===== src/design/mbrs_regs.svh =====
`ifndef MBRS_REGS_SVH
`define MBRS_REGS_SVH

// ----------------------------------------------------------------
// Function codes
// ----------------------------------------------------------------
`define MBRS_FC_RD_COIL   8'h01
`define MBRS_FC_RD_HOLD   8'h03
`define MBRS_FC_WR_COIL   8'h05
`define MBRS_FC_WR_REG    8'h06
`define MBRS_FC_WR_MULTI  8'h10
`define MBRS_FC_EXC_FLAG  8'h80

// ----------------------------------------------------------------
// Error codes
// ----------------------------------------------------------------
`define MBRS_ERR_NONE     8'h00
`define MBRS_ERR_FUNC     8'h01
`define MBRS_ERR_ADDR     8'h02
`define MBRS_ERR_DATA     8'h03
`define MBRS_ERR_EXEC     8'h04
`define MBRS_ERR_CRC      8'h05
`define MBRS_ERR_DENIED   8'h07
`define MBRS_ERR_LOCAL    8'h17

// ----------------------------------------------------------------
// CRC, coil words, lengths
// ----------------------------------------------------------------
`define MBRS_CRC_INIT     16'hFFFF
`define MBRS_CRC_POLY     16'hA001
`define MBRS_COIL_FALSE   16'h0000
`define MBRS_COIL_TRUE    16'hFF00
`define MBRS_COIL_BYTES   8'h02
`define MBRS_FIX_LEN      9'h008
`define MBRS_MULTI_HDR    9'h009
`define MBRS_MAX_RD_REGS  16'h007D
`define MBRS_MAX_WR_REGS  123
`define MBRS_EXC_PLEN     8'h03
`define MBRS_COIL_PLEN    8'h05
`define MBRS_ECHO_PLEN    8'h06

// ----------------------------------------------------------------
// Timing
// ----------------------------------------------------------------
`define MBRS_CLK_HZ       50000000
`define MBRS_GAP_TENTHS   35
`define MBRS_CHAR_BITS    11
`endif


===== src/design/mbrs_pkg.sv =====
package mbrs_pkg;
  // Gray coded along receive, check, scan, write, transmit
  typedef enum logic [2:0] {
    MBRS_IDLE = 3'h0,
    MBRS_CHK  = 3'h1,
    MBRS_SCAN = 3'h3,
    MBRS_WR   = 3'h2,
    MBRS_TXLD = 3'h6,
    MBRS_TXW  = 3'h7
  } mbrs_state_t;
endpackage


===== src/design/mbrs_responder.sv =====
`timescale 1ns/10ps
`include "mbrs_regs.svh"
module mbrs_responder #(
  parameter logic [7:0] UNIT_ADDR = 8'h00,
  parameter int         BAUD      = 9600,
  parameter int         MAXW      = `MBRS_MAX_WR_REGS,
  parameter int         GAP_CYC   = int'((64'(`MBRS_CLK_HZ) * `MBRS_GAP_TENTHS * `MBRS_CHAR_BITS
                                          + 64'(10 * BAUD) - 64'd1) / 64'(10 * BAUD))
) (
  // Clock and reset
  input  wire logic        clk,
  input  wire logic        rstn,
  // Received bytes from the serial receiver
  input  wire logic        rx_valid,
  input  wire logic [7:0]  rx_data,
  // Reply bytes to the serial transmitter
  output logic             tx_valid,
  output logic [7:0]       tx_data,
  input  wire logic        tx_ready,
  // Register lookup, answered combinationally for reg_addr
  output logic [15:0]      reg_addr,
  input  wire logic        reg_defined,
  input  wire logic        reg_is_coil,
  input  wire logic        reg_readable,
  input  wire logic        reg_writable,
  input  wire logic [15:0] reg_max,
  input  wire logic [15:0] reg_rdata,
  // Register writes
  output logic             wr_valid,
  output logic [15:0]      wr_addr,
  output logic [15:0]      wr_data,
  // Unit condition
  input  wire logic        remote_ok,
  input  wire logic        lockout,
  input  wire logic        exec_fail
);

  typedef struct packed {
    mbrs_pkg::mbrs_state_t  st;
    logic [7:0]             cnt;
    logic [23:0]            gap;
    logic [15:0]            crc;
    logic                   hit;
    logic [7:0]             fc;
    logic [15:0]            start;
    logic [15:0]            word;
    logic [7:0]             bcnt;
    logic [MAXW-1:0][15:0]  wbuf;
    logic [7:0]             err;
    logic [7:0]             idx;
    logic [7:0]             plen;
    logic [15:0]            raddr;
    logic                   txv;
    logic [7:0]             txd;
    logic                   wv;
    logic [15:0]            wa;
    logic [15:0]            wd;
  } mbrs_s_t;

  mbrs_s_t s;
  mbrs_s_t next_s;

  // ----------------------------------------------------------------
  // Helper functions
  // ----------------------------------------------------------------
  function automatic logic [15:0] crc_byte(input logic [15:0] c, input logic [7:0] b);
    logic [15:0] r;
    r = c ^ {8'h00, b};
    for (int i = 0; i < 8; i++) begin
      r = r[0] ? ((r >> 1) ^ `MBRS_CRC_POLY) : (r >> 1);
    end
    return r;
  endfunction

  // Length the function code defines; zero marks an unsupported code
  function automatic logic [8:0] exp_len(input logic [7:0] f, input logic [7:0] bc);
    case (f)
      `MBRS_FC_RD_COIL, `MBRS_FC_RD_HOLD, `MBRS_FC_WR_COIL, `MBRS_FC_WR_REG: exp_len = `MBRS_FIX_LEN;
      `MBRS_FC_WR_MULTI: exp_len = 9'(`MBRS_MULTI_HDR + {1'b0, bc});
      default: exp_len = 9'h000;
    endcase
  endfunction

  function automatic logic is_write(input logic [7:0] f);
    return f == `MBRS_FC_WR_COIL || f == `MBRS_FC_WR_REG || f == `MBRS_FC_WR_MULTI;
  endfunction

  logic        wr_fc;
  logic [15:0] nwords;
  logic [15:0] cur_wd;
  logic [7:0]  ni;
  logic [7:0]  wi;
  assign wr_fc  = is_write(s.fc);
  assign nwords = (s.fc == `MBRS_FC_RD_HOLD || s.fc == `MBRS_FC_WR_MULTI) ? s.word : 16'h0001;
  assign cur_wd = (s.fc == `MBRS_FC_WR_MULTI) ? s.wbuf[s.idx] : s.word;
  assign ni     = 8'(s.idx + 8'h01);
  assign wi     = 8'((s.cnt - 8'h07) >> 1);

  // ----------------------------------------------------------------
  // Next state
  // ----------------------------------------------------------------
  // One decision process keeps frame capture, checks and reply in step
  always_comb begin
    next_s    = s;
    next_s.wv = 1'b0;
    case (s.st)
      mbrs_pkg::MBRS_IDLE: begin
        if (rx_valid) begin
          next_s.gap = 24'h000000;
          next_s.crc = crc_byte(s.crc, rx_data);
          if (s.cnt != 8'hFF) begin
            next_s.cnt = 8'(s.cnt + 8'h01);
          end
          case (s.cnt)
            8'h00: next_s.hit = (rx_data == UNIT_ADDR);
            8'h01: next_s.fc = rx_data;
            8'h02: next_s.start[15:8] = rx_data;
            8'h03: next_s.start[7:0] = rx_data;
            8'h04: next_s.word[15:8] = rx_data;
            8'h05: next_s.word[7:0] = rx_data;
            8'h06: next_s.bcnt = rx_data;
            default: begin
              // Surplus bytes beyond the buffer only feed the CRC and length checks
              if (s.fc == `MBRS_FC_WR_MULTI && 32'(wi) < MAXW) begin
                if (s.cnt[0]) begin
                  next_s.wbuf[wi][15:8] = rx_data;
                end else begin
                  next_s.wbuf[wi][7:0] = rx_data;
                end
              end
            end
          endcase
        end else if (s.cnt != 8'h00) begin
          if (s.gap == 24'(GAP_CYC - 1)) begin
            next_s.st = mbrs_pkg::MBRS_CHK;
          end else begin
            next_s.gap = 24'(s.gap + 24'h000001);
          end
        end
      end
      mbrs_pkg::MBRS_CHK: begin
        next_s.st    = mbrs_pkg::MBRS_TXLD;
        next_s.idx   = 8'h00;
        next_s.raddr = s.start;
        next_s.err   = `MBRS_ERR_NONE;
        if (!s.hit) begin
          next_s.st  = mbrs_pkg::MBRS_IDLE;
          next_s.cnt = 8'h00;
          next_s.gap = 24'h000000;
          next_s.crc = `MBRS_CRC_INIT;
        end else if (s.crc != 16'h0000) begin
          next_s.err = `MBRS_ERR_CRC;
        end else if (exp_len(s.fc, s.bcnt) == 9'h000) begin
          next_s.err = `MBRS_ERR_FUNC;
        end else if ({1'b0, s.cnt} != exp_len(s.fc, s.bcnt)) begin
          next_s.err = `MBRS_ERR_CRC;
        end else if ((s.fc == `MBRS_FC_RD_HOLD && (s.word == 16'h0000 || s.word > `MBRS_MAX_RD_REGS))
                  || (s.fc == `MBRS_FC_RD_COIL && s.word != 16'h0001)
                  || (s.fc == `MBRS_FC_WR_MULTI && (s.word == 16'h0000 || 32'(s.word) > MAXW
                      || {s.word[14:0], 1'b0} != {8'h00, s.bcnt}))) begin
          next_s.err = `MBRS_ERR_DATA;
        end else if (wr_fc && lockout) begin
          next_s.err = `MBRS_ERR_LOCAL;
        end else if (wr_fc && !remote_ok) begin
          next_s.err = `MBRS_ERR_DENIED;
        end else begin
          next_s.st = mbrs_pkg::MBRS_SCAN;
        end
      end
      mbrs_pkg::MBRS_SCAN: begin
        // One register per cycle; the first failing one decides the code
        if (!reg_defined) begin
          next_s.err = `MBRS_ERR_ADDR;
        end else if (reg_is_coil != (s.fc == `MBRS_FC_RD_COIL || s.fc == `MBRS_FC_WR_COIL)) begin
          next_s.err = `MBRS_ERR_FUNC;
        end else if (wr_fc ? !reg_writable : !reg_readable) begin
          next_s.err = `MBRS_ERR_DENIED;
        end else if ((s.fc == `MBRS_FC_WR_COIL && s.word != `MBRS_COIL_FALSE && s.word != `MBRS_COIL_TRUE)
                  || ((s.fc == `MBRS_FC_WR_REG || s.fc == `MBRS_FC_WR_MULTI) && cur_wd > reg_max)) begin
          next_s.err = `MBRS_ERR_DATA;
        end else if ({8'h00, ni} == nwords && wr_fc && exec_fail) begin
          next_s.err = `MBRS_ERR_EXEC;
        end
        if (next_s.err != `MBRS_ERR_NONE || {8'h00, ni} == nwords) begin
          next_s.st    = (next_s.err == `MBRS_ERR_NONE && wr_fc) ? mbrs_pkg::MBRS_WR : mbrs_pkg::MBRS_TXLD;
          next_s.idx   = 8'h00;
          next_s.raddr = s.start;
        end else begin
          next_s.idx   = ni;
          next_s.raddr = 16'(s.raddr + 16'h0001);
        end
      end
      mbrs_pkg::MBRS_WR: begin
        next_s.wv = 1'b1;
        next_s.wa = s.raddr;
        next_s.wd = cur_wd;
        if ({8'h00, ni} == nwords) begin
          next_s.st    = mbrs_pkg::MBRS_TXLD;
          next_s.idx   = 8'h00;
          next_s.raddr = s.start;
        end else begin
          next_s.idx   = ni;
          next_s.raddr = 16'(s.raddr + 16'h0001);
        end
      end
      mbrs_pkg::MBRS_TXLD: begin
        next_s.st  = mbrs_pkg::MBRS_TXW;
        next_s.txv = 1'b1;
        if (s.idx == 8'h00) begin
          next_s.crc  = `MBRS_CRC_INIT;
          next_s.plen = (s.err != `MBRS_ERR_NONE) ? `MBRS_EXC_PLEN :
                        (s.fc == `MBRS_FC_RD_HOLD) ? 8'(8'h03 + {s.word[6:0], 1'b0}) :
                        (s.fc == `MBRS_FC_RD_COIL) ? `MBRS_COIL_PLEN : `MBRS_ECHO_PLEN;
          next_s.txd  = UNIT_ADDR;
        end else if (s.idx == s.plen) begin
          next_s.txd = s.crc[7:0];
        end else if (s.idx > s.plen) begin
          next_s.txd = s.crc[15:8];
        end else if (s.idx == 8'h01) begin
          next_s.txd = (s.err != `MBRS_ERR_NONE) ? (s.fc | `MBRS_FC_EXC_FLAG) : s.fc;
        end else if (s.err != `MBRS_ERR_NONE) begin
          next_s.txd = s.err;
        end else if (s.fc == `MBRS_FC_RD_HOLD || s.fc == `MBRS_FC_RD_COIL) begin
          if (s.idx == 8'h02) begin
            next_s.txd = (s.fc == `MBRS_FC_RD_HOLD) ? {s.word[6:0], 1'b0} : `MBRS_COIL_BYTES;
          end else begin
            next_s.txd = s.idx[0] ? reg_rdata[15:8] : reg_rdata[7:0];
          end
        end else begin
          // Write echo; for a multi-write the word holds the register count
          case (s.idx)
            8'h02:   next_s.txd = s.start[15:8];
            8'h03:   next_s.txd = s.start[7:0];
            8'h04:   next_s.txd = s.word[15:8];
            default: next_s.txd = s.word[7:0];
          endcase
        end
      end
      mbrs_pkg::MBRS_TXW: begin
        if (tx_ready) begin
          next_s.txv   = 1'b0;
          next_s.idx   = ni;
          next_s.raddr = (ni >= 8'h03) ? 16'(s.start + {9'h000, 7'((ni - 8'h03) >> 1)}) : s.start;
          next_s.st    = mbrs_pkg::MBRS_TXLD;
          if (s.idx < s.plen) begin
            next_s.crc = crc_byte(s.crc, s.txd);
          end
          if (ni == 8'(s.plen + 8'h02)) begin
            next_s.st  = mbrs_pkg::MBRS_IDLE;
            next_s.cnt = 8'h00;
            next_s.gap = 24'h000000;
            next_s.crc = `MBRS_CRC_INIT;
          end
        end
      end
      default: next_s.st = mbrs_pkg::MBRS_IDLE;
    endcase
  end

  // ----------------------------------------------------------------
  // State register
  // ----------------------------------------------------------------
  always_ff @(posedge clk or negedge rstn) begin
    if (!rstn) begin
      s     <= '0;
      s.crc <= `MBRS_CRC_INIT;
    end else begin
      s <= next_s;
    end
  end

  // Outputs straight from state flops
  assign tx_valid = s.txv;
  assign tx_data  = s.txd;
  assign reg_addr = s.raddr;
  assign wr_valid = s.wv;
  assign wr_addr  = s.wa;
  assign wr_data  = s.wd;
endmodule // mbrs_responder


===== config.mk =====
export PLATFORM = sky130hd
export DESIGN_NAME = mbrs_responder
export DESIGN_NICKNAME = d
export VERILOG_FILES = /design/src/design/mbrs_pkg.sv /design/src/design/mbrs_responder.sv
export VERILOG_INCLUDE_DIRS = /design/src /design/src/design
export SDC_FILE = /design/constraint.sdc
export NUM_CORES = 2
export LEC_CHECK = 0
export BUFFER_PORTS_ARGS = -buffer_cell sky130_fd_sc_hd__buf_2
export CORE_ASPECT_RATIO = 0.8
export CORE_MARGIN = 3
export CORE_UTILIZATION = 50
export DETAILED_ROUTE_END_ITERATION = 10
export PLACE_DENSITY_LB_ADDON = 0.2
export SLEW_MARGIN = 20
export SYNTH_ARGS = -nofsm -noshare
export SYNTH_HDL_FRONTEND = slang
export SYNTH_SLANG_ARGS = --single-unit

===== constraint.sdc =====
create_clock -name clk -period 5.7 [get_ports clk]
set_input_delay 0.57 -clock clk [delete_from_list [all_inputs] [get_ports clk]]
set_output_delay 0.57 -clock clk [all_outputs]
set_load 0.02 [all_outputs]

==> impl_results.md <==
* CP max FO at 7
* Cell Chain, Critical Path: buf_12 -> buf_16 -> buf_16 -> buf_4 -> mux4_2 -> mux4_2 -> mux4_2 -> mux2i_2 -> buf_4 -> o21ai_2 -> ha_1 -> buf_4 -> a21oi_1 -> nand2_1 -> a21oi_1 -> a31o_2 -> and4b_1 -> a21boi_2 -> buf_6 -> mux2_2 -> a221o_1
* CP arrival at 6390 ps
* Layout area overhead at 12.75%
* Post-synth EDFFs at 0
* Top Ports at 109
* Cell count after synthesis at 7009
* Final setup violation count at 0
* Die width at 515 microns
* Number of port buffers at 108
* Vias at 62800
* Most frequent cells in the layout: dfrtp_1 (2128), mux2_2 (1963), mux4_2 (625)
* Maxcap violations at 0
* Multi-input gate area at 47240 sq um
* VDD IR max at 0.3734 mV
* Design area at 116800 sq um
* Fraction of layout cells with a size suffix above 1 at 0.5008
* Die ar. at 212800 sq um
* Vias in the first global route at 64130
* Post-synth cell types at 93
* Net count, final at 7266
* WP depth at 21
* Commonest non-fill, non-tap cell in the layout: dfrtp_1
* Critical path required time at 6430 ps
* Synth Cell Area at 103600 sq um
* Leakage at 54.10 nW
* Routed len/inst at 28.02 microns
* # fillers at 15850
* R2R depth at 21
* Most used DFF post-synth: dfrtp_1
* Root buf cell: clkbuf_16
* Die H at 413.2 microns
* Critical Path End Type: flip-flop
* Pre-CTS setup slack at -155.6 ps
* Syn nets at 7112
* Worst r2r src: s[66]
* Slew @ Worst Pin at 1133 ps
* GRT Util Overall at 0.2642
* Largest net degree at the start of global routing at 190
* Final worst path period share at 0.9935
* R2R Setup Slk at 40 ps
* DR pass1 iterations at 6
* Pwr Density at 350.2 nW/um^2
* WL final at 281000 microns
* Clock skew at 76.68 ps
* Grt total ovfl at 0
* Clock-pin slew on the worst setup and hold paths at 70 ps
* Final Hold Vio Count at 0
* Residual DRC count at 0
* Initial antenna violation count at 9
* DRT antenna net count at 0
* Avg Cell Area, Syn at 14.79 sq um
* Synth warn at 0
* Hold crit path type: input pin to flip-flop
* Hold endpoint: s[75]
* Hold Path Origin: reg_defined
* Reg area at 53840 sq um
* Iter 0 DRT Violations at 6057
* H-tree depth at 4
* Relative slew slack at 0.2401
* Hold Path Cell Cnt at 3
* Crit-path slowest cell: mux4_2
* Row Count at 148
* Vias per std cell at 6.263
* Starting Density at 0.5060
* Crit start category: flip-flop
* Peak per-stage delay on the critical path at 610 ps
* Slew Limit Fails at 0
* RSZ-0062 raised after global routing: true
* Fraction of registers with async set/reset at 1.000
* Max Clk Rate at 0.1766 GHz
* Placement Cell Area at 108600 sq um
* First-pass GRT wire length at 427500 microns
* CTS Buffer Depth at 4
* Synth Register Bits at 2150
* Crit Path Category: flip-flop to flip-flop
* Status: complete, no violations
* CTS tree: yes
* HPWL after detailed placement at 182400 microns
* Worst-Skew Late Latency at 910 ps
* Post-synthesis sequential area ratio at 0.5194
* CTS buffer count at 222
* RR Endpoint: reg_addr[2]
* Min Clock Period, post-route at 5663 ps
* Clock sinks at 2150
* Worst Setup Slack, final at 37.31 ps
* Crit-path leading delay family: multiplexers
* Core footprint at 204800 sq um
* GPL Wtd Cong at 0.9296
* Buf+Inv Stages, Crit Path at 7
[layout make-up]
type	instances	share of cell area
sequential	2150	0.4608
antenna	2	0.00004283
multi-input combinational	4228	0.4043
tap	2700	0.02891
timing repair buffer	489	0.04212
clock inverter	67	0.006693
clock buffer	320	0.05482
inverter	72	0.002313
[routing by layer]
metal,share of wire,wire length (microns),global-route usage
met5,0.000096,27,0
met4,0.028,7956,0.07331
met3,0.064,18050,0.04488
met2,0.44,124100,0.3875
met1,0.47,130900,0.4062
[worst reg2reg max path: stages, from the launching register on]
cell and delay [ps]:
dfrtp_4 500, buf_12 170, buf_16 200, buf_16 170, buf_4 140, mux4_2 460
mux4_2 550, mux4_2 620, mux2i_2 220, buf_4 160, o21ai_2 60, ha_1 330
buf_4 150, a21oi_1 120, nand2_1 70, a21oi_1 190, a31o_2 240, and4b_1 250
a21boi_2 190, buf_6 150, mux2_2 340, a221o_1 290
[what timing repair did]
item                                    4_1_cts  5_1_grt
gates resized for setup                       4       64
pin swaps                                     0       13
endpoints found under the hold margin        66        0
cloned                                        1        6
buffers inserted                              6       60
endpoints found under the setup margin       22       26
hold buffers                                  2        0
[stage by stage]
step                      std cells  hold slack, ps  setup TNS, ps  utilization  power [mW]
after CTS                      9960           39.71              0       0.5658       40.54
after global placement         9564           454.6          -1505       0.5301       25.71
after floorplan                7009           274.4              0            -       22.77
after detailed placement       9564           457.9          -1028       0.5301       25.85
final                         10030           104.9              0       0.5705       40.92
after global routing          10030           88.39         -117.3       0.5705       42.64
[cell usage after synthesis (all sizes together), types with 5 or more instances]
| cell | instances | share of area |
|---|---|---|
| a31oi | 14 | 0.00085 |
| o32ai | 5 | 0.00042 |
| xor2 | 44 | 0.0037 |
| nor2 | 309 | 0.019 |
| o211ai | 13 | 0.00099 |
| nor4 | 22 | 0.0013 |
| inv | 70 | 0.0025 |
| a211oi | 10 | 0.00089 |
| and3 | 21 | 0.0013 |
| or2 | 7 | 0.00042 |
| a31o | 5 | 0.00042 |
| or3 | 9 | 0.00054 |
| o31ai | 14 | 0.0010 |
| o21ai | 170 | 0.0082 |
| nor2b | 14 | 0.00085 |
| clkbuf | 397 | 0.014 |
| ha | 51 | 0.0062 |
| o221ai | 23 | 0.0019 |
| a221oi | 22 | 0.0020 |
| dfstp | 16 | 0.0041 |
| a22oi | 6 | 0.00043 |
| mux2 | 2033 | 0.22 |
| nand4 | 23 | 0.0014 |
| and2 | 15 | 0.00091 |
| nor3 | 48 | 0.0025 |
| nor4b | 7 | 0.00059 |
| xnor2 | 77 | 0.0065 |
| a311oi | 10 | 0.00085 |
| mux4 | 625 | 0.14 |
| buf | 162 | 0.0092 |
| a21o | 10 | 0.00072 |
| or4 | 6 | 0.00047 |
| nand2b | 18 | 0.0011 |
| dfrtp | 2134 | 0.52 |
| o22ai | 25 | 0.0015 |
| mux2i | 59 | 0.0057 |
| a21oi | 59 | 0.0028 |
| nand2 | 328 | 0.012 |
| nand3 | 54 | 0.0026 |
| a221o | 8 | 0.00077 |
[worst max-delay path by stage]
| stage | to | start | slack, ps |
|---|---|---|---|
| 6_report | reg_addr[2] | s[66] | 40 |
| 5_1_grt | reg_addr[14] | s[66] | -50 |
| 4_1_cts | reg_addr[14] | s[66] | 10 |
| 3_5_place_dp | reg_addr[14] | s[66] | -160 |
| 3_3_place_gp | reg_addr[11] | s[66] | -210 |
| 2_1_floorplan | reg_addr[10] | s[66] | 310 |
[report_power, final]
group | switching, mW | internal [mW]
Combinational | 5.54 | 4.17
Sequential | 0.906 | 15.8
Clock | 6.13 | 8.40
[cell families (layout without fill, tap and decap cells)]
| kind of cell | count (synthesis) | in the layout | share of synthesized area |
|---|---|---|---|
| other | 0 | 2 | 0 |
| adder cells (fa/ha/maj) | 53 | 53 | 0.006447 |
| XOR/XNOR | 124 | 124 | 0.01088 |
| AND/OR/NAND/NOR | 898 | 898 | 0.04647 |
| flip-flops | 2150 | 2150 | 0.5194 |
| buffers and inverters | 631 | 948 | 0.02618 |
| AO/OA/AOI/OAI | 436 | 436 | 0.02802 |
| multiplexers | 2717 | 2717 | 0.3627 |
Power figures use the tool's default switching activity.
